`src/inc/pdmc_pkg.sv`:
```
// Purpose: shared constants for the power-down mode controller
// Assumes: 8-bit standby control registers, 100 MHz system clock
// Notes: bit positions follow the two standby control registers
package pdmc_pkg;
    // standby_control_reg fields
    localparam int STANDBY_SELECT_BIT_BIT = 7;
    localparam int XTAL_BIT = 4;
    localparam int TIMER_STOP_BIT = 2;
    localparam int RTC_STOP_BIT = 1;
    localparam int SERIAL_STOP_BIT = 0;
    localparam logic [7:0] CTRL_WMASK = 8'h97;
    // standby_control_reg_two fields
    localparam int MDCHG_BIT = 6;
    localparam int BREAK_STOP_BIT = 5;
    localparam int DMA_STOP_BIT = 4;
    localparam int DAC_STOP_BIT = 3;
    localparam int ADC_STOP_BIT = 2;
    localparam int FIFO_SERIAL_STOP_BIT = 1;
    localparam logic [7:0] CTRL2_WMASK = 8'h7e;
    localparam logic [7:0] CTRL_RESET = 8'h00;
    // gated module clock enables, one per module-stop bit
    localparam int NUM_MOD = 8;
    localparam int MOD_SERIAL = 0;
    localparam int MOD_RTC = 1;
    localparam int MOD_TIMER = 2;
    localparam int MOD_FIFO_SERIAL = 3;
    localparam int MOD_ADC = 4;
    localparam int MOD_DAC = 5;
    localparam int MOD_DMA = 6;
    localparam int MOD_BREAK = 7;
    // watchdog
    localparam logic [7:0] WDOG_WAKE_COUNT = 8'h80;
    localparam logic [7:0] WDOG_RESET = 8'h00;
    localparam logic [2:0] WDOG_CKS_RESET = 3'h0;
    localparam int WDOG_PRESCALE_W = 12;
    // state pin codes {upper, lower}
    localparam logic [1:0] PINS_RESET = 2'h3;
    localparam logic [1:0] PINS_SLEEP = 2'h2;
    localparam logic [1:0] PINS_STANDBY = 2'h1;
    localparam logic [1:0] PINS_NORMAL = 2'h0;
    // event codes
    localparam logic [11:0] EVT_NMI = 12'h1c0;
    localparam logic [11:0] EVT_IRL_BASE = 12'h200;
    localparam logic [11:0] EVT_IRQ_BASE = 12'h600;
    localparam logic [11:0] EVT_PERIPH = 12'h400;
    localparam logic [11:0] EVT_STEP = 12'h020;
    localparam logic [3:0] IRL_NONE = 4'hf;
    typedef enum logic [1:0] {
        ST_RUN = 2'b00,
        ST_SLEEP = 2'b01,
        ST_STANDBY = 2'b10,
        ST_SETTLE = 2'b11
    } pdmc_state_t;
endpackage : pdmc_pkg

```
`src/logic/pdmc_top.sv`:
```
// Purpose: power-down mode control: sleep, software standby, module stop
// Assumes: cpu gives a one-cycle sleep pulse; wake sources are pins
// Notes: clock gating is shown as per-module clock enables
`timescale 1ns/1ps
module pdmc_top (
    // clock and reset
    input wire logic clk_sys,
    input wire logic rst,
    // reset pins, active low
    input wire logic poweron_reset_pin_n,
    input wire logic manual_reset_pin_n,
    // cpu side
    input wire logic sleep_exec,
    input wire logic cpu_block_bit,
    input wire logic [3:0] interrupt_mask_field,
    // standby control register writes
    input wire logic ctrl_wr,
    input wire logic [7:0] ctrl_wdata,
    input wire logic ctrl2_wr,
    input wire logic [7:0] ctrl2_wdata,
    // watchdog programming
    input wire logic wdog_wr,
    input wire logic [7:0] wdog_wdata,
    input wire logic [2:0] wdog_clock_select,
    // wake sources
    input wire logic nmi_pin,
    input wire logic [3:0] encoded_level_lines,
    input wire logic [4:0] external_irq_lines,
    input wire logic periph_irq,
    input wire logic rtc_irq,
    input wire logic timer_irq,
    input wire logic timer_on_rtc_clk,
    // register read back
    output logic [7:0] standby_control_reg,
    output logic [7:0] standby_control_reg_two,
    output logic [7:0] wdog_counter,
    // state pins
    output logic state_out_upper,
    output logic state_out_lower,
    // cpu and clock control
    output logic cpu_halt,
    output logic cpu_clk_en,
    output logic clock_out_en,
    output logic intr_start,
    output logic [11:0] event_code_reg,
    output logic [11:0] event_code_reg_two,
    // module clock enables and resets
    output logic [7:0] mod_clk_en,
    output logic timer_start_clr,
    output logic adc_regs_reset,
    output logic timer_regs_reset,
    output logic serial_pins_reset
);
    logic por_s_n, man_s_n, nmi_s, periph_s, rtc_s, tmr_s;
    logic [3:0] irl_s;
    logic [4:0] irq_s;
    logic pin_reset;
    pdmc_pkg::pdmc_state_t state_ff;
    logic [7:0] ctrl_ff, ctrl2_ff;
    logic wd_done;
    logic [7:0] wd_count;
    logic irl_wake, any_int, standby_select_bit_wake;
    logic [11:0] nxt_code;
    logic reset_seen_ff;
    logic wd_done_q_ff;
    logic [3:0] irl_lvl;
    localparam pdmc_pkg::pdmc_state_t ST_RUN = pdmc_pkg::ST_RUN;
    localparam pdmc_pkg::pdmc_state_t ST_SLEEP = pdmc_pkg::ST_SLEEP;
    localparam pdmc_pkg::pdmc_state_t ST_STANDBY = pdmc_pkg::ST_STANDBY;
    localparam pdmc_pkg::pdmc_state_t ST_SETTLE = pdmc_pkg::ST_SETTLE;

    // reset to idle pin levels: no false reset or wake after rst
    pdmc_sync #(.W(15), .INIT(15'h61e0)) u_sync (
        .clk_sys(clk_sys),
        .rst(rst),
        .d({poweron_reset_pin_n, manual_reset_pin_n, nmi_pin, periph_irq, rtc_irq,
            timer_irq, encoded_level_lines, external_irq_lines}),
        .q({por_s_n, man_s_n, nmi_s, periph_s, rtc_s, tmr_s, irl_s, irq_s})
    );

    // either reset pin low ends sleep and standby
    assign pin_reset = !por_s_n || !man_s_n;

    assign irl_lvl = ~irl_s;
    // level wake only above mask; block bit not consulted
    assign irl_wake = (irl_s != pdmc_pkg::IRL_NONE) &&
                      ((~irl_s) > interrupt_mask_field);
    assign any_int = nmi_s || irl_wake || (|irq_s) || periph_s || rtc_s || tmr_s;
    assign standby_select_bit_wake = nmi_s || irl_wake || (|irq_s) || rtc_s ||
                       (tmr_s && timer_on_rtc_clk);

    // source code, nmi highest priority
    always_comb begin
        nxt_code = pdmc_pkg::EVT_PERIPH;
        if (nmi_s) begin
            nxt_code = pdmc_pkg::EVT_NMI;
        end else if (irl_wake) begin
            nxt_code = 12'(pdmc_pkg::EVT_IRL_BASE + 12'(irl_lvl) * pdmc_pkg::EVT_STEP);
        end else begin
            for (int i = 4; i >= 0; i--) begin
                if (irq_s[i]) begin
                    nxt_code = 12'(pdmc_pkg::EVT_IRQ_BASE + 12'(i) * pdmc_pkg::EVT_STEP);
                end
            end
        end
    end

    // control registers; reserved bits masked off
    always_ff @(posedge clk_sys or posedge rst) begin
        if (rst) begin
            ctrl_ff <= pdmc_pkg::CTRL_RESET;
            ctrl2_ff <= pdmc_pkg::CTRL_RESET;
        end else if (pin_reset) begin
            ctrl_ff <= pdmc_pkg::CTRL_RESET;
            ctrl2_ff <= pdmc_pkg::CTRL_RESET;
        end else begin
            if (ctrl_wr) begin
                ctrl_ff <= ctrl_wdata & pdmc_pkg::CTRL_WMASK;
            end
            if (ctrl2_wr) begin
                ctrl2_ff <= ctrl2_wdata & pdmc_pkg::CTRL2_WMASK;
            end
        end
    end

    pdmc_wdog u_wdog (
        .clk_sys(clk_sys),
        .rst(rst),
        .run((state_ff == ST_SETTLE) || (state_ff == ST_RUN && ctrl_ff[pdmc_pkg::STANDBY_SELECT_BIT_BIT]
              && reset_seen_ff)),
        .load(wdog_wr),
        .load_val(wdog_wdata),
        .clk_sel(wdog_clock_select),
        .count_ff(wd_count),
        .done(wd_done)
    );

    // marks a standby exit with standby select still set
    always_ff @(posedge clk_sys or posedge rst) begin
        if (rst) begin
            reset_seen_ff <= 1'b0;
        end else if (pin_reset || !ctrl_ff[pdmc_pkg::STANDBY_SELECT_BIT_BIT] || wdog_wr) begin
            reset_seen_ff <= 1'b0;
        end else if (state_ff == ST_SETTLE && wd_done) begin
            reset_seen_ff <= 1'b1;
        end
    end

    // rising done marks the counter wrapping back to 80h
    always_ff @(posedge clk_sys or posedge rst) begin
        if (rst) begin
            wd_done_q_ff <= 1'b0;
        end else begin
            wd_done_q_ff <= wd_done;
        end
    end

    // power state machine
    always_ff @(posedge clk_sys or posedge rst) begin
        if (rst) begin
            state_ff <= ST_RUN;
        end else if (pin_reset) begin
            state_ff <= ST_RUN;
        end else begin
            case (state_ff)
                ST_RUN: begin
                    if (sleep_exec && !ctrl_ff[pdmc_pkg::STANDBY_SELECT_BIT_BIT]) begin
                        state_ff <= ST_SLEEP;
                    end else if (sleep_exec || (reset_seen_ff && wd_done && !wd_done_q_ff)) begin
                        state_ff <= ST_STANDBY;
                    end
                end
                ST_SLEEP: begin
                    if (any_int) begin
                        state_ff <= ST_RUN;
                    end
                end
                ST_STANDBY: begin
                    if (standby_select_bit_wake) begin
                        state_ff <= ST_SETTLE;
                    end
                end
                ST_SETTLE: begin
                    if (wd_done) begin
                        state_ff <= ST_RUN;
                    end
                end
                default: begin
                    state_ff <= ST_RUN;
                end
            endcase
        end
    end

    // state pins and cpu/clock enables
    always_ff @(posedge clk_sys or posedge rst) begin
        if (rst) begin
            {state_out_upper, state_out_lower} <= pdmc_pkg::PINS_RESET;
            cpu_halt <= 1'b1;
            cpu_clk_en <= 1'b0;
            clock_out_en <= 1'b1;
        end else if (pin_reset) begin
            {state_out_upper, state_out_lower} <= pdmc_pkg::PINS_RESET;
            cpu_halt <= 1'b1;
            cpu_clk_en <= 1'b1;
            clock_out_en <= 1'b1;
        end else begin
            case (state_ff)
                ST_SLEEP: begin
                    {state_out_upper, state_out_lower} <= pdmc_pkg::PINS_SLEEP;
                    cpu_halt <= 1'b1;
                    cpu_clk_en <= 1'b1;
                    clock_out_en <= 1'b1;
                end
                ST_STANDBY, ST_SETTLE: begin
                    {state_out_upper, state_out_lower} <= pdmc_pkg::PINS_STANDBY;
                    cpu_halt <= 1'b1;
                    cpu_clk_en <= 1'b0;
                    clock_out_en <= 1'b0;
                end
                default: begin
                    {state_out_upper, state_out_lower} <= pdmc_pkg::PINS_NORMAL;
                    cpu_halt <= 1'b0;
                    cpu_clk_en <= 1'b1;
                    clock_out_en <= 1'b1;
                end
            endcase
        end
    end

    // exception start and event codes
    always_ff @(posedge clk_sys or posedge rst) begin
        if (rst) begin
            intr_start <= 1'b0;
            event_code_reg <= '0;
            event_code_reg_two <= '0;
        end else begin
            intr_start <= 1'b0;
            if (!pin_reset && ((state_ff == ST_SLEEP && any_int) ||
                               (state_ff == ST_SETTLE && wd_done))) begin
                intr_start <= 1'b1;
                event_code_reg <= nxt_code;
                event_code_reg_two <= nxt_code;
            end
        end
    end

    // module clock enables and register clears
    always_ff @(posedge clk_sys or posedge rst) begin
        if (rst) begin
            mod_clk_en <= '1;
            timer_start_clr <= 1'b0;
            adc_regs_reset <= 1'b0;
            timer_regs_reset <= 1'b0;
            serial_pins_reset <= 1'b0;
        end else begin
            mod_clk_en[pdmc_pkg::MOD_SERIAL] <=
                !ctrl_ff[pdmc_pkg::SERIAL_STOP_BIT] && cpu_clk_en;
            mod_clk_en[pdmc_pkg::MOD_RTC] <= !ctrl_ff[pdmc_pkg::RTC_STOP_BIT];
            mod_clk_en[pdmc_pkg::MOD_TIMER] <= !ctrl_ff[pdmc_pkg::TIMER_STOP_BIT] &&
                (state_ff != ST_STANDBY || timer_on_rtc_clk);
            mod_clk_en[pdmc_pkg::MOD_FIFO_SERIAL] <=
                !ctrl2_ff[pdmc_pkg::FIFO_SERIAL_STOP_BIT] && cpu_clk_en;
            mod_clk_en[pdmc_pkg::MOD_ADC] <= !ctrl2_ff[pdmc_pkg::ADC_STOP_BIT] && cpu_clk_en;
            mod_clk_en[pdmc_pkg::MOD_DAC] <= !ctrl2_ff[pdmc_pkg::DAC_STOP_BIT] && cpu_clk_en;
            mod_clk_en[pdmc_pkg::MOD_DMA] <= !ctrl2_ff[pdmc_pkg::DMA_STOP_BIT] && cpu_clk_en;
            mod_clk_en[pdmc_pkg::MOD_BREAK] <= !ctrl2_ff[pdmc_pkg::BREAK_STOP_BIT] && cpu_clk_en;
            timer_start_clr <= (state_ff == ST_STANDBY);
            adc_regs_reset <= (state_ff == ST_STANDBY) ||
                              ctrl2_ff[pdmc_pkg::ADC_STOP_BIT];
            timer_regs_reset <= ctrl_ff[pdmc_pkg::TIMER_STOP_BIT];
            serial_pins_reset <= ctrl_ff[pdmc_pkg::SERIAL_STOP_BIT];
        end
    end

    // read back
    always_ff @(posedge clk_sys or posedge rst) begin
        if (rst) begin
            standby_control_reg <= pdmc_pkg::CTRL_RESET;
            standby_control_reg_two <= pdmc_pkg::CTRL_RESET;
            wdog_counter <= pdmc_pkg::WDOG_RESET;
        end else begin
            standby_control_reg <= ctrl_ff;
            standby_control_reg_two <= ctrl2_ff;
            wdog_counter <= wd_count;
        end
    end

    AST_SLEEP_PINS: assert property (@(posedge clk_sys) disable iff (rst)
        (state_ff == ST_SLEEP && !pin_reset) |=> (state_out_upper && !state_out_lower))
        else $error("sleep pin code wrong");
    AST_STANDBY_SELECT_BIT_PINS: assert property (@(posedge clk_sys) disable iff (rst)
        (state_ff == ST_STANDBY && !pin_reset) |=> (!state_out_upper && state_out_lower
        && !clock_out_en)) else $error("standby pin code wrong");
    AST_SLEEP_ENTRY: assert property (@(posedge clk_sys) disable iff (rst)
        (state_ff == ST_RUN && sleep_exec && !ctrl_ff[pdmc_pkg::STANDBY_SELECT_BIT_BIT] && !pin_reset)
        |=> state_ff == ST_SLEEP) else $error("sleep not entered");
    AST_STANDBY_SELECT_BIT_ENTRY: assert property (@(posedge clk_sys) disable iff (rst)
        (state_ff == ST_RUN && sleep_exec && ctrl_ff[pdmc_pkg::STANDBY_SELECT_BIT_BIT] && !pin_reset)
        |=> state_ff == ST_STANDBY ##1 !cpu_clk_en) else $error("standby missed");
    AST_SLEEP_EXIT: assert property (@(posedge clk_sys) disable iff (rst)
        (state_ff == ST_SLEEP && any_int && !pin_reset) |=> (intr_start &&
        event_code_reg == event_code_reg_two)) else $error("sleep exit wrong");
    AST_RESET_EXIT: assert property (@(posedge clk_sys) disable iff (rst)
        pin_reset |=> (state_ff == ST_RUN && ctrl2_ff == 8'h00)) else $error("reset exit");
    AST_SETTLE_WAIT: assert property (@(posedge clk_sys) disable iff (rst)
        (state_ff == ST_SETTLE && !wd_done) |=> !intr_start) else $error("early wake");
    AST_RSVD_ZERO: assert property (@(posedge clk_sys) disable iff (rst)
        (standby_control_reg_two[0] == 1'b0 && standby_control_reg[6:5] == 2'h0))
        else $error("reserved bit set");
    AST_ADC_RESET: assert property (@(posedge clk_sys) disable iff (rst)
        ctrl2_ff[pdmc_pkg::ADC_STOP_BIT] |=> adc_regs_reset) else $error("adc reset");
    AST_BLOCK_IGNORED: assert property (@(posedge clk_sys) disable iff (rst)
        (state_ff == ST_STANDBY && standby_select_bit_wake && cpu_block_bit && !pin_reset)
        |=> state_ff == ST_SETTLE) else $error("wake refused under block bit");
    AST_COUNT_STOP: assert property (@(posedge clk_sys) disable iff (rst)
        (state_ff == ST_RUN && !ctrl_ff[pdmc_pkg::STANDBY_SELECT_BIT_BIT] && !wdog_wr) |=> $stable(wd_count))
        else $error("watchdog counter kept running");
endmodule : pdmc_top

```
`src/logic/pdmc_sync.sv`:
```
// Purpose: two-flop synchroniser for pin inputs
// Assumes: single clock domain clk_sys
// Notes: first stage feeds only the second
`timescale 1ns/1ps
module pdmc_sync #(
    parameter int W = 1,
    parameter logic [W-1:0] INIT = '0
) (
    // clock and reset
    input wire logic clk_sys,
    input wire logic rst,
    // data
    input wire logic [W-1:0] d,
    output logic [W-1:0] q
);
    logic [W-1:0] meta_ff;
    always_ff @(posedge clk_sys or posedge rst) begin
        if (rst) begin
            meta_ff <= INIT;
            q <= INIT;
        end else begin
            meta_ff <= d;
            q <= meta_ff;
        end
    end
endmodule : pdmc_sync

```
`src/logic/pdmc_wdog.sv`:
```
// Purpose: settling-time watchdog counter
// Assumes: counter preloaded by software before standby
// Notes: counts up from load value; done when bit 7 reaches 1
`timescale 1ns/1ps
module pdmc_wdog (
    // clock and reset
    input wire logic clk_sys,
    input wire logic rst,
    // control
    input wire logic run,
    input wire logic load,
    input wire logic [7:0] load_val,
    input wire logic [2:0] clk_sel,
    // status
    output logic [7:0] count_ff,
    output logic done
);
    logic [pdmc_pkg::WDOG_PRESCALE_W-1:0] pre_ff;
    logic tick;
    // divide by 2^(2*cks+1) for cks 0 to 5; cks 6 and 7 both divide by 2^12
    function automatic logic tick_of(input logic [11:0] p, input logic [2:0] s);
        logic [11:0] m;
        m = 12'((12'h002 << {s, 1'b0}) - 12'h001);
        tick_of = ((p & m) == m);
    endfunction : tick_of
    assign tick = tick_of(pre_ff, clk_sel);
    always_ff @(posedge clk_sys or posedge rst) begin
        if (rst) begin
            pre_ff <= '0;
        end else if (run) begin
            pre_ff <= pre_ff + 12'h001;
        end else begin
            pre_ff <= '0;
        end
    end
    always_ff @(posedge clk_sys or posedge rst) begin
        if (rst) begin
            count_ff <= pdmc_pkg::WDOG_RESET;
        end else if (load) begin
            count_ff <= load_val;
        end else if (run && tick) begin // wraps past ffh
            count_ff <= count_ff + 8'h01;
        end
    end
    assign done = (count_ff >= pdmc_pkg::WDOG_WAKE_COUNT);
endmodule : pdmc_wdog

```
`config.mk`:
```
export PLATFORM = sky130hd
export DESIGN_NAME = pdmc_top
export DESIGN_NICKNAME = d
export VERILOG_FILES = /design/src/inc/pdmc_pkg.sv /design/src/logic/pdmc_top.sv /design/src/logic/pdmc_sync.sv /design/src/logic/pdmc_wdog.sv
export SDC_FILE = /design/constraint.sdc
export NUM_CORES = 1
export LEC_CHECK = 0
export BUFFER_PORTS_ARGS = -buffer_cell sky130_fd_sc_hd__buf_2
export CORE_MARGIN = 1.5
export CORE_UTILIZATION = 47
export CTS_CLUSTER_DIAMETER = 60
export DETAILED_ROUTE_END_ITERATION = 12
export GPL_TIMING_DRIVEN = 0
export HOLD_SLACK_MARGIN = 0.02
export PLACE_DENSITY_LB_ADDON = 0.05
export RECOVER_POWER = 25
export SLEW_MARGIN = 30
export SYNTH_ARGS = -nofsm -noshare
export SYNTH_HDL_FRONTEND = slang
export SYNTH_HIERARCHICAL = 1
export SYNTH_SLANG_ARGS = --single-unit
```
`constraint.sdc`:
```
create_clock -name clk_sys -period 2.1 [get_ports clk_sys]
set_input_delay 0 -clock clk_sys [delete_from_list [all_inputs] [get_ports clk_sys]]
set_output_delay 0 -clock clk_sys [all_outputs]
set_load 0.05 [all_outputs]
```
=== Yosys cells after proc, flatten, opt, wreduce, memory -nomap -nowiden ===
Index checks and enable logic that the tools add are counted.

* Output and inout bits: 66
* Register bits after elaboration: 124

* Multiplexer cells: 32
* Bitwise gates (word level): 2
* $lt $le $gt $ge: 2
* Equality and inequality tests: 10
* Reduce and logical (&&, ||, !) cells: 55
* $add $sub $neg: 4
* Shift-type cells: 1

{| class="wikitable"
|+ Operator list
! operator !! count
|-
| 2-to-1 mux 12 bit || 7
|-
| 2-to-1 mux 8 bit || 6
|-
| logical AND 1 bit || 18
|-
| logical OR 1 bit || 15
|-
| zero test 1 bit || 13
|-
| adder 12 x 1 -> 12 bit, second input constant || 1
|-
| AND 12 bit || 1
|-
| equality test 12 bit || 1
|-
| 2-to-1 mux 2 bit || 6
|-
| << shifter 2 x 4 -> 12 bit, first input constant || 1
|-
| subtractor 12 x 1 -> 12 bit, second input constant || 1
|-
| adder 10 x 9 -> 11 bit, first input constant || 1
|-
| 2-to-1 mux 1 bit || 11
|-
| 2-to-1 mux 10 bit || 1
|-
| != test 3 bit, second input constant || 3
|-
| adder 8 x 1 -> 8 bit, second input constant || 1
|-
| >= comparator 8 bit, second input constant || 1
|-
| case mux 2 bit (4 select lines) || 1
|-
| nonzero test 2 bit || 4
|-
| OR reduction 5 bit || 1
|-
| equality test 2 bit, second input constant || 2
|-
| > comparator 4 bit || 1
|-
| != test 4 x 2 -> 1 bit, second input constant || 1
|-
| != test 4 bit, second input constant || 1
|-
| other kinds (7) || 7
|}

=== Logic depth before layout (Yosys ltp) ===
Gate-level depths: netlist of run 1.

* Depth after elaboration: 12
* Gate-level depth with buffers: 9
* Mapped depth without buffers: 8

=== Hierarchy ===
Netlist of run 1, hierarchy kept.

{| class="wikitable"
|+ By module, submodules not included
! module !! cells an instance !! area each (um^2) !! seq. area each (um^2) !! instances
|-
| pdmc_top || 201 || 2361.0 || 1416.4 || 1
|-
| pdmc_wdog || 116 || 1102.3 || 500.5 || 1
|-
| pdmc_sync || 31 || 769.5 || 765.7 || 1
|}

=== Worst setup path after synthesis of run 1 ===
Ideal clock, no wire load.

* Kind: flip-flop to flip-flop
* From: register u_sync.q[6]
* To: register state_ff[0]
* Clock period less this slack: 2.322 ns
* Path slack: -0.222 ns
* Arrival time: 2.228 ns
* Cell stages (with the launch flop): 9
* Setup time: 0.094 ns
* Buffers on the path: 1
* Cells stage by stage: dfstp_2 -> inv_1 -> ha_1 -> nor2b_1 -> o211a_1 -> o21ba_2 -> clkbuf_1 -> or4_1 -> a211oi_1

* Longest elaborated chain between the ends: 10
* Elaborated cells on any way between the ends: 14
* Those cells by class: order compare (1); eq/ne (3); bitwise (1); reduce/logical (9)

{| class="wikitable"
|+ RTL lines
! element !! line !! source
|-
| start: declaration || pdmc_sync.sv:14 || <nowiki>output logic [W-1:0] q</nowiki>
|-
| start signal: assignment || pdmc_sync.sv:23 || <nowiki>q <= meta_ff;</nowiki>
|-
| NOT 4 bit || pdmc_top.sv:87 || <nowiki>((~irl_s) > interrupt_mask_field);</nowiki>
|-
| > comparator 4 bit || pdmc_top.sv:87 ||
|-
| logical AND 1 bit (*) || pdmc_top.sv:86 || <nowiki>assign irl_wake = (irl_s != pdmc_pkg::IRL_NONE) &&</nowiki>
|-
| logical OR 1 bit (*) (2 in a row) || pdmc_top.sv:88, pdmc_top.sv:89 ||
|-
| logical OR 1 bit (3 in a row) || pdmc_top.sv:88 || <nowiki>assign any_int = nmi_s || irl_wake || (|irq_s) || periph_s || rtc_s || tmr_s;</nowiki>
|-
| != test 3 bit (no source line) || n/a ||
|-
| AND reduction 4 bit (no source line) (*) || n/a ||
|-
| end signal: assignment || pdmc_top.sv:161 || <nowiki>state_ff <= ST_RUN;</nowiki>
|-
| end signal: assignment || pdmc_top.sv:163 || <nowiki>state_ff <= ST_RUN;</nowiki>
|-
| end signal: assignment || pdmc_top.sv:168 || <nowiki>state_ff <= ST_SLEEP;</nowiki>
|-
| end: declaration || pdmc_top.sv:58 || <nowiki>pdmc_pkg::pdmc_state_t state_ff;</nowiki>
|}

Mark *: on every way between the ends. The rest lies on a longest branch, timed or not.
A chain may end at the register's enable or synchronous reset.

=== Worst setup path in the final report of run 1 ===
* From: register u_sync.q[6]
* To: register event_code_reg_two[6]

* Longest elaborated chain between the ends: 11
* Elaborated cells on any way between the ends: 15
* Those cells by class: add/sub (1); order compare (1); eq/ne (1); mux (2); bitwise (1); reduce/logical (9)

{| class="wikitable"
|+ RTL lines
! element !! line !! source
|-
| NOT 4 bit || pdmc_top.sv:84, pdmc_top.sv:87 ||
|-
| > comparator 4 bit || pdmc_top.sv:87 ||
|-
| logical AND 1 bit || pdmc_top.sv:86 ||
|-
| logical OR 1 bit (5 in a row) || pdmc_top.sv:88 ||
|-
| logical AND 1 bit || pdmc_top.sv:239 || <nowiki>if (!pin_reset && ((state_ff == ST_SLEEP && any_int) ||</nowiki>
|-
| logical OR 1 bit || pdmc_top.sv:239 ||
|-
| logical AND 1 bit || pdmc_top.sv:239 ||
|-
| end signal: assignment || pdmc_top.sv:243 || <nowiki>event_code_reg_two <= nxt_code;</nowiki>
|-
| end: declaration || pdmc_top.sv:46 || <nowiki>output logic [11:0] event_code_reg_two,</nowiki>
|}

Parallel ways exist; a longest one is shown, timed or not.

==> metrics.md, run 1 <==
| Metric | Value |
|---|---|
| DRC | `0` |
| Clk_lat worst skew | `360 ps` |
| Worst reg2reg startpoint | `u_sync/q[6]$_DFF_PP1_` |
| Biggest regs | `u_sync/meta_ff (15), u_sync/q (15), u_wdog/pre_ff (12)` |
| CTS tree | `yes` |
| Number of DRC markers in iteration 0 | `139` |
| CP startpoint | `u_sync/q[6]$_DFF_PP1_` |
| Clk_skew | `14.7 ps` |
| Placed insts | `567` |
| CP required | `2350 ps` |
| Slew Limit Fails | `0` |
| Total Power | `0.00445 W` |
| Seq cells post-synth | `106` |
| Nets | `571` |
| Vias in the first global route | `2965` |
| Mapped cell area | `4230 sq um` |
| Pleak | `2.71 nW` |
| Fin crit period | `2170 ps` |
| Initial antenna violation count | `0` |
| Clock-pin slew on the worst setup and hold paths | `110 ps` |
| Worst r2r path cells | `7` |
| Crit path depth | `7` |
| Final WS setup | `-65.7 ps` |
| Worst Tran Pin Value | `1220 ps` |
| Failing checks | `setup timing` |
| Worst setup SP type | `flop` |
| Hold/Removal Path Class | `input pin to flop` |
| P per Cell Area | `803 nW/um^2` |
| Die X | `97.9 um` |
| Crit-path cells | `inv_2 > ha_4 > nor2b_1 > o211a_1 > o21ba_4 > o31a_4 > mux2_4` |
| CP max stage delay | `550 ps` |
| Setup crit end kind | `flop` |
| Post-DP HPWL | `5.49 mm` |
| H-tree depth | `3` |
| Number of synthesized flops with an enable pin | `0` |
| Fin util | `0.635` |
| Top Family by Delay on Critical Path | `compound AO/OA/AOI/OAI gates` |
| Syn Area/Cell | `12.2 sq um` |
| Crit share post-route | `1.03` |
| Worst setup endpoint | `event_code_reg_two[6]$_DFFE_PP0P_` |
| CTS Buf Count | `9` |
| Routed vias/inst | `4.70` |
| Drt total wl | `7.95 mm` |
| R2R Path End | `event_code_reg_two[6]$_DFFE_PP0P_` |
| Unrepaired setup endpoints after global routing | `true` |
| Yosys warning total | `6` |
| Slew margin rel. | `0.185` |
| Slowest cell on crit path | `dfstp_2` |
| Placement Setup Slack | `-274 ps` |
| Worst-path fanout max | `5` |
| Dominant synthesized flop cell | `dfrtp_1` |
| Max Cap Viol | `0` |
| GRT Total Usage | `0.177` |
| Internal reg-to-reg setup slack | `-70 ps` |
| Antenna viol nets, final | `0` |
| Fin cells | `623` |
| Maximum vdd drop | `459 uV` |
| Core Box Area | `8720 sq um` |
| Cell taking the most area after synthesis | `dfrtp_1` |
| Post-synth cell types | `52` |
| CP Class | `flop to flop` |
| # setup viols final | `3` |
| Largest net degree at the start of global routing | `54` |
| First-pass GRT wire length | `13.7 mm` |
| Die height | `97.9 um` |
| Routed via count | `2927` |
| Worst path bufs/invs | `1` |
| Congestion Overflow GR | `0` |
| Synthesized instance count | `348` |
| I/O Buffers | `94` |
| Commonest cells in the netlist | `dfrtp_1, buf_4, nand2_1` |
| Min Hold Slack | `95.0 ps` |
| Sink Count | `106` |
| Area fraction of the dominant cell type after synthesis | `0.485` |
| Crit path DAT | `2410 ps` |
| Rows | `34` |
| Worst Hold Launch | `ctrl_wr` |
| Post-synthesis sequential area ratio | `0.634` |
| Ant. Diodes | `0` |
| Final hold vios | `0` |
| Initial Util | `0.485` |
| Area of the die | `9580 sq um` |
| Highest achievable clock rate | `0.462 GHz` |
| Asr flop ratio synth | `1.00` |
| GPL Wtd Cong | `0.740` |
| Status | `finished, violations left` |
| Synth area leaders | `dfrtp_1, dfstp_2, buf_4` |
| Routed wire per std cell | `12.8 um` |
| Max Buffers Root-to-Sink | `2` |
| Synthesis-to-layout area growth | `30.8%` |
| Drt first pass iters | `4` |
| Most common cell in the netlist | `dfrtp_1` |
| IO Pins | `120` |
| Root buf cell | `clkbuf_8` |
| Layout cells sized above 1 | `0.359` |
## per-stage QoR
step	instance area [sq um]	TNS, ps
after floorplan	4320	-248
after CTS	5540	-195
after global placement	4930	-1290
after global routing	5540	-509
final	5540	-186
after detailed placement	4960	-1670
## worst min-delay path: cells and delay by family
family                 cells  cell delay (ps)
buffers and inverters      1              180
multiplexers               1              160
AND/OR/NAND/NOR            1               70
## power breakdown
| part | total (W) | internal [W] | switching, W |
|---|---|---|---|
| combinational | 0.00101 | 0.000327 | 0.000685 |
| clock | 0.00117 | 0.000460 | 0.000708 |
| sequential | 0.00227 | 0.00218 | 0.0000846 |
| total | 0.00445 | 0.00297 | 0.00148 |
## routing by layer
metal,up-vias,GRT usage,wire [um]
li1,1442,-,-
met1,1387,0.252,3910
met3,11,0.0336,362
met4,0,0.0626,97
met5,-,0,0
met2,87,0.272,3580
## logic make-up after synthesis
family | synth area share
multiplexers | 0.0420
flip-flops | 0.634
AND/OR/NAND/NOR | 0.129
other | 0.000886
adder cells (fa/ha/maj) | 0.0207
XOR/XNOR | 0.0290
buffers and inverters | 0.0718
AO/OA/AOI/OAI | 0.0727
## layout make-up
| cell class | count | area, sq um |
|---|---|---|
| Clock buffer | 10 | 128 |
| Timing Repair Buffer | 138 | 888 |
| Multi-Input combinational cell | 202 | 1350 |
| Sequential cell | 106 | 2680 |
| Buffer | 31 | 210 |
| Inverter | 22 | 83.8 |
| Fill cell | 694 | 3180 |
| Clock inverter | 6 | 57.6 |
| Tap cell | 108 | 135 |
## worst min-delay path by stage
stage / cells past startpoint / to
2_1_floorplan: 1 / u_wdog/count_ff[0]$_DFFE_PP0P_
3_3_place_gp: 1 / u_sync/meta_ff[7]$_DFF_PP1_
3_5_place_dp: 2 / reset_seen_ff$_DFFE_PP0P_
4_1_cts: 3 / wdog_counter[1]$_DFF_PP0_
5_1_grt: 3 / ctrl_ff[1]$_DFFE_PP0P_
6_report: 3 / ctrl_ff[1]$_DFFE_PP0P_
## what timing repair did
action,CTS,global route
hold buffers,37,0
buffers inserted,5,1
setup endpoints to repair,11,10
cloned,0,0
pin swaps,4,5
endpoints found under the hold margin,130,0
resized for setup,3,5
## cells in the final DEF, fill, tap and decap left out, drive strengths merged, types with 7 or more instances in the layout
cell / count
mux2i: 11
dlygate4sd3: 37
nand2: 25
ha: 7
nand3: 12
inv: 24
o21ai: 15
xnor2: 8
nor2b: 12
clkbuf: 18
dfrtp: 82
dfstp: 24
conb: 17
buf: 124
and2: 13
nor2: 22
nand4: 8
Note: power is estimated with default switching activity, not from simulation.
==> run 2: changes to the inputs <==
Settings changed: SKIP_CTS_REPAIR_TIMING set to 1.
==> run 2 against run 1 <==
  * The flow still finishes with violations (setup timing)
  * Clock power hardly changed
  * Sequential cell count stayed put
  * First-iteration DRC count is 18% higher
  * Sequential share of layout area is 0.30 points lower
  * Worst setup slack worse by 60 ps
  * Non-clock buffer count is 5 higher
  * Cell area is 0.68% higher
  * Global-route usage is 1.2 points lower
  * Critical endpoint unchanged
  * Largest cell class unchanged
  * Largest power group unchanged
==> metrics.md, run 2 (synthesis results as in run 1) <==
| Metric | Value |
|---|---|
| Top layer in use | `met4` |
| CTS tree | `yes` |
| Crit path DAT | `2470 ps (+60 ps)` |
| CTS Buf Count | `9 (unchanged)` |
| Initial Util | `0.485 (unchanged)` |
| Max Buffers Root-to-Sink | `2 (unchanged)` |
| Drt total wl | `7.90 mm (-0.68%)` |
| Crit share post-route | `1.06 (+0.0285)` |
| Antenna viol nets, final | `0 (unchanged)` |
| Worst-path fanout max | `5 (unchanged)` |
| Routed via count | `2964 (+1.3%)` |
| Routed wire per std cell | `12.6 um (-1.5%)` |
| Vias in the first global route | `2734 (-7.8%)` |
| Routed vias/inst | `4.72 (+0.46%)` |
| First-pass GRT wire length | `12.7 mm (-7.0%)` |
| Maximum vdd drop | `456 uV (-0.63%)` |
| Met2 wire length | `3.56 mm (-0.70%)` |
| Post-DP HPWL | `5.49 mm (unchanged)` |
| Final WS setup | `-126 ps (-59.9 ps)` |
| Worst Tran Pin Value | `1220 ps (-2.93 ps)` |
| Initial antenna violation count | `0 (unchanged)` |
| TNS Setup | `-432 ps (-246 ps)` |
| Total Power | `0.00446 W (+0.25%)` |
| Nets | `576 (+0.88%)` |
| I/O Buffers | `94 (unchanged)` |
| GRT Total Usage | `0.164 (-0.0124)` |
| Ant. Diodes | `0 (unchanged)` |
| Unrepaired setup endpoints after global routing | `true` |
| Setup crit end kind | `flop` |
| Die height | `97.9 um (unchanged)` |
| Highest achievable clock rate | `0.449 GHz (-2.7%)` |
| CP Class | `flop to flop` |
| Clk_skew | `14.1 ps (-0.667 ps)` |
| Min Hold Slack | `92.0 ps (-2.99 ps)` |
| Fillers | `683 (-1.6%)` |
| DRC | `0 (unchanged)` |
| Hold/Removal Path Class | `input pin to flop` |
| Number of DRC markers in iteration 0 | `164 (+18%)` |
| Final hold vios | `0 (unchanged)` |
| Core Box Area | `8720 sq um (unchanged)` |
| Fin crit period | `2230 ps (+59.9 ps)` |
| Clk_lat worst skew | `360 ps (about the same)` |
| Clock-pin slew on the worst setup and hold paths | `110 ps (about the same)` |
| Root buf cell | `clkbuf_8` |
| Multi-input logic area | `1350 sq um (unchanged)` |
| Commonest non-fill, non-tap cell in the layout | `buf_2` |
| Drt first pass iters | `4 (unchanged)` |
| Status | `finished, violations left` |
| Biggest regs | `u_sync/meta_ff (15), u_sync/q (15), u_wdog/pre_ff (12)` |
| Area of the die | `9580 sq um (unchanged)` |
| P per Cell Area | `800 nW/um^2 (-0.43%)` |
| CP required | `2350 ps (about the same)` |
| GPL Wtd Cong | `0.740 (unchanged)` |
| Synthesis-to-layout area growth | `31.7%` |
| Congestion Overflow GR | `0 (unchanged)` |
| Worst setup SP type | `flop` |
| Failing checks | `setup timing` |
| IO Pins | `120 (unchanged)` |
| Met1 Routed Length | `3.86 mm (-1.3%)` |
| Pleak | `2.74 nW (+0.90%)` |
| Layout cells sized above 1 | `0.369 (+0.0100)` |
| Largest net degree at the start of global routing | `54 (unchanged)` |
| Seq. cell area | `2690 sq um (about the same)` |
| Max Cap Viol | `0 (unchanged)` |
| WL met3 | `393 um (+8.6%)` |
| Slew margin rel. | `0.187 (+0.00195)` |
| Most frequent cells in the layout | `buf_2, dfrtp_1, dlygate4sd3_1, buf_4, nand2_1` |
| Slew Limit Fails | `0 (unchanged)` |
| H-tree depth | `3 (unchanged)` |
| # setup viols final | `5 (+2)` |
| Rows | `34 (unchanged)` |
| Internal reg-to-reg setup slack | `-130 ps (-60 ps)` |
| Sink Count | `106 (unchanged)` |
| Die X | `97.9 um (unchanged)` |
==> run 2: cell types whose count changed in the layout (fill, tap and decap cells not counted) <==
| cell | delta |
|---|---|
| buf_4 | +4 |
| buf_2 | +1 |
| clkbuf_1 | -1 |
| clkbuf_2 | +1 |
| dfrtp_1 | -1 |
| dfrtp_2 | +1 |
==> run 2: layout make-up <==
class,instances,area share
flip-flops and latches,106,0.482
well taps,108,0.0242
inverters,22,0.0150
multi-input cells,202,0.242
clock buffers,10,0.0229
plain buffers,32,0.0386
clock inverters,6,0.0103
repair buffers,142,0.165
==> run 2: critical path, cell delays in order (launching register included) <==
cell and delay [ps]:
dfrtp_1 410, or4_4 530, or4_4 530, o31a_4 330
mux2_4 310
==> run 2: routing by layer <==
layer | up-vias | track usage
li1 | 1451 | -
met1 | 1417 | 0.240
met2 | 86 | 0.240
met3 | 10 | 0.0372
met4 | 0 | 0.0615
met5 | - | 0
==> run 2: path summary, 6_finish.rpt <==
kind	start	cells past startpoint	to
setup reg to reg	u_sync/q[3]$_DFF_PP0_	4	event_code_reg_two[6]$_DFFE_PP0P_
hold reg to reg	u_sync/meta_ff[0]$_DFF_PP0_	0	u_sync/q[0]$_DFF_PP0_
setup / recovery	u_sync/q[3]$_DFF_PP0_	4	event_code_reg_two[6]$_DFFE_PP0P_
max in group asynchronous	rst	4	state_ff[0]$_DFFE_PP0P_
min in group asynchronous	rst	3	wdog_counter[0]$_DFF_PP0_
hold / removal	ctrl_wr	3	ctrl_ff[1]$_DFFE_PP0P_
==> run 2: per-stage QoR <==
| stage | cell area (sq um) | util | cells | setup slack, ps |
|---|---|---|---|---|
| after floorplan | 4320 | - | 364 | -75.5 |
| after CTS | 5140 | 0.590 | 583 | -296 |
| after detailed placement | 4960 | 0.568 | 567 | -274 |
| final | 5580 | 0.639 | 628 | -126 |
| after global routing | 5580 | 0.639 | 628 | -169 |
| after global placement | 4930 | 0.565 | 566 | -245 |
==> run 2: report_power, final <==
part,switching (W),total [W],internal (W)
clock network,0.000710,0.00117,0.000460
logic,0.000686,0.00102,0.000335
registers,0.0000844,0.00227,0.00218
total,0.00148,0.00446,0.00298
==> run 3: changes to the inputs <==
Settings changed: SYNTH_HIERARCHICAL 1 to unset.
==> run 3 against run 2 <==
  * The run still ends with setup timing left
  * Cell area grew 1.2%
  * Global-route usage is essentially flat
  * Sequential cell count is the same
  * Synthesized area grew 0.80%
  * Clock skew shrank 3.8 ps
  * Final cell count grew 1.4%
  * Clock power is essentially flat
==> metrics.md, run 3 <==
| Metric | Value |
|---|---|
| Crit share post-route | `1.01 (-0.0517)` |
| Die X | `98.3 um (+0.38%)` |
| P per Cell Area | `800 nW/um^2 (about the same)` |
| Initial antenna violation count | `0 (unchanged)` |
| IO Pins | `120 (unchanged)` |
| Highest achievable clock rate | `0.472 GHz (+5.1%)` |
| Pleak | `2.68 nW (-2.2%)` |
| Clock-pin slew on the worst setup and hold paths | `90 ps (-20 ps)` |
| Fillers | `686 (+0.44%)` |
| Final hold vios | `0 (unchanged)` |
| Worst setup SP type | `flop` |
| Dominant synthesized flop cell | `dfrtp_1` |
| Clk_skew | `10.2 ps (-3.84 ps)` |
| Placed instance area | `5000 sq um (+0.93%)` |
| Fin crit period | `2120 ps (-109 ps)` |
| First-pass GRT wire length | `12.7 mm (-0.22%)` |
| Number of DRC markers in iteration 0 | `75 (-54%)` |
| Ant. Diodes | `0 (unchanged)` |
| Min Hold Slack | `107 ps (+15.3 ps)` |
| Sink Count | `106 (unchanged)` |
| Rows | `34 (unchanged)` |
| GPL Wtd Cong | `0.856 (+16%)` |
| Mapped cell area | `4270 sq um (+0.80%)` |
| Routed vias/inst | `4.73 (+0.28%)` |
| Internal reg-to-reg setup slack | `-20 ps (+110 ps)` |
| Post-synth cell types | `51 (-1.9%)` |
| CTS tree | `yes` |
| Worst-path fanout max | `7 (+2)` |
| # setup viols final | `5 (unchanged)` |
| Placement Setup Slack | `-138 ps (+136 ps)` |
| Max Buffers Root-to-Sink | `2 (unchanged)` |
| CP Class | `flop to flop` |
| Maximum vdd drop | `417 uV (-8.5%)` |
| Area fraction of the dominant cell type after synthesis | `0.481 (-0.00384)` |
| Die height | `98.3 um (+0.38%)` |
| Worst reg2reg startpoint | `u_sync.q[6]$_DFF_PP1_` |
| Congestion Overflow GR | `0 (unchanged)` |
| I/O Buffers | `94 (unchanged)` |
| Routed wire per std cell | `12.9 um (+2.3%)` |
| Most frequent cells in the layout | `buf_2, dfrtp_1, nor2_1, dlygate4sd3_1, buf_4` |
| Root buf cell | `clkbuf_8` |
| Nets | `585 (+1.6%)` |
| Hold Path Depth | `3 (unchanged)` |
| Core Box Area | `8760 sq um (+0.49%)` |
| Hold/Removal Path Class | `input pin to flop` |
| Layout cells sized above 1 | `0.353 (-0.0157)` |
| CTS Buf Count | `9 (unchanged)` |
| H-tree depth | `3 (unchanged)` |
| Failing checks | `setup timing` |
| Vias in the first global route | `2763 (+1.1%)` |
| Asr flop ratio synth | `1.00 (unchanged)` |
| CP startpoint | `u_sync.q[6]$_DFF_PP1_` |
| Worst r2r path cells | `7 (+3)` |
| Commonest non-fill, non-tap cell in the layout | `buf_2` |
| Setup crit end kind | `flop` |
| Syn Area/Cell | `11.9 sq um (-2.3%)` |
| Unrepaired setup endpoints after global routing | `true` |
| Slew margin rel. | `0.248 (+0.0611)` |
| Biggest regs | `u_sync.meta_ff (15), u_sync.q (15), u_wdog.pre_ff (12)` |
| Drt total wl | `8.19 mm (+3.7%)` |
| Post-DP HPWL | `5.66 mm (+3.1%)` |
| Seq cells post-synth | `106 (unchanged)` |
| Number of synthesized flops with an enable pin | `0 (unchanged)` |
| Synth area leaders | `dfrtp_1, dfstp_2, buf_4` |
| Initial Util | `0.487 (+0.00150)` |
| Antenna viol nets, final | `0 (unchanged)` |
| CP required | `2340 ps (about the same)` |
| Commonest cells in the netlist | `dfrtp_1, nor2_1, buf_4` |
| Clk_lat worst skew | `350 ps (about the same)` |
| Worst Tran Pin Value | `1120 ps (-97.8 ps)` |
| Status | `finished, violations left` |
| Yosys warning total | `0 (-6)` |
| Max Cap Viol | `0 (unchanged)` |
| Synthesized instance count | `359 (+3.2%)` |
| Total Power | `0.00451 W (+1.2%)` |
| Largest net degree at the start of global routing | `32 (-41%)` |
| Worst Hold Launch | `ctrl_wr` |
| Area of the die | `9660 sq um (+0.77%)` |
| Drt first pass iters | `4 (unchanged)` |
| Most common cell in the netlist | `dfrtp_1` |
| Routed via count | `3015 (+1.7%)` |
| Cell taking the most area after synthesis | `dfrtp_1` |
| R2R Path End | `event_code_reg_two[7]$_DFFE_PP0P_` |
| Final WS setup | `-17.0 ps (+109 ps)` |
| Slew Limit Fails | `0 (unchanged)` |
| Synthesis-to-layout area growth | `32.3%` |
| Cell area after layout | `5640 sq um (+1.2%)` |
| DRC | `0 (unchanged)` |
| Worst hold endpoint | `ctrl_ff[7]$_DFFE_PP0P_` |
| Post-synthesis sequential area ratio | `0.629 (-0.00502)` |
| Crit path DAT | `2350 ps (-120 ps)` |
| GRT Total Usage | `0.165 (+0.000363)` |
[run 3: area by class of cell]
class	instances	area (sq um)	share of cell area
Multi-Input combinational cell	215	1390	0.246
Sequential cell	106	2680	0.475
Inverter	19	72.6	0.0129
Timing Repair Buffer	138	942	0.167
Tap cell	108	135	0.0239
Clock buffer	12	135	0.0239
Clock inverter	4	53.8	0.00953
Buffer	35	233	0.0412
[run 3: cell families after synthesis]
group,after synthesis,synth area share
AO/OA/AOI/OAI,44,0.0727
XOR/XNOR,9,0.0185
adder cells (fa/ha/maj),7,0.0205
buffers and inverters,54,0.0713
flip-flops,106,0.629
multiplexers,20,0.0484
other,1,0.000879
AND/OR/NAND/NOR,118,0.139
[run 3: report_power, final]
part | total, W | switching, W | internal (W)
registers | 0.00226 | 0.0000806 | 0.00218
clock network | 0.00120 | 0.000645 | 0.000556
logic | 0.00105 | 0.000699 | 0.000350
total | 0.00451 | 0.00142 | 0.00309
[run 3: metal layers]
metal	part of all wire	up-vias	track usage
met3	0.039	9	0.0251
met1	0.45	1442	0.219
li1	-	1499	-
met4	0.014	0	0.0683
met2	0.50	65	0.272
met5	0	-	0
[run 3: worst max path at each step]
| stage | endpoint |
|---|---|
| finish | event_code_reg_two[7]$_DFFE_PP0P_ |
| global route | event_code_reg_two[10]$_DFFE_PP0P_ |
| CTS | event_code_reg_two[9]$_DFFE_PP0P_ |
| detailed placement | event_code_reg_two[5]$_DFFE_PP0P_ |
| global placement | event_code_reg_two[6]$_DFFE_PP0P_ |
| floorplan | event_code_reg_two[10]$_DFFE_PP0P_ |
[run 3: per-stage QoR]
step	std cells	utilization	setup TNS, ps
global route	637	0.644	-473
CTS	596	0.593	-798
detailed placement	580	0.571	-678
floorplan	375	-	0
finish	637	0.644	-66.3
global placement	577	0.563	-482
[run 3: worst max-delay path, cell delays in order (launching register included)]
cell	delay [ps]
dfstp_2	540
inv_2	50
ha_4	260
nor2b_4	120
o211ai_1	130
a21o_1	240
a21oi_4	330
mux2_4	330
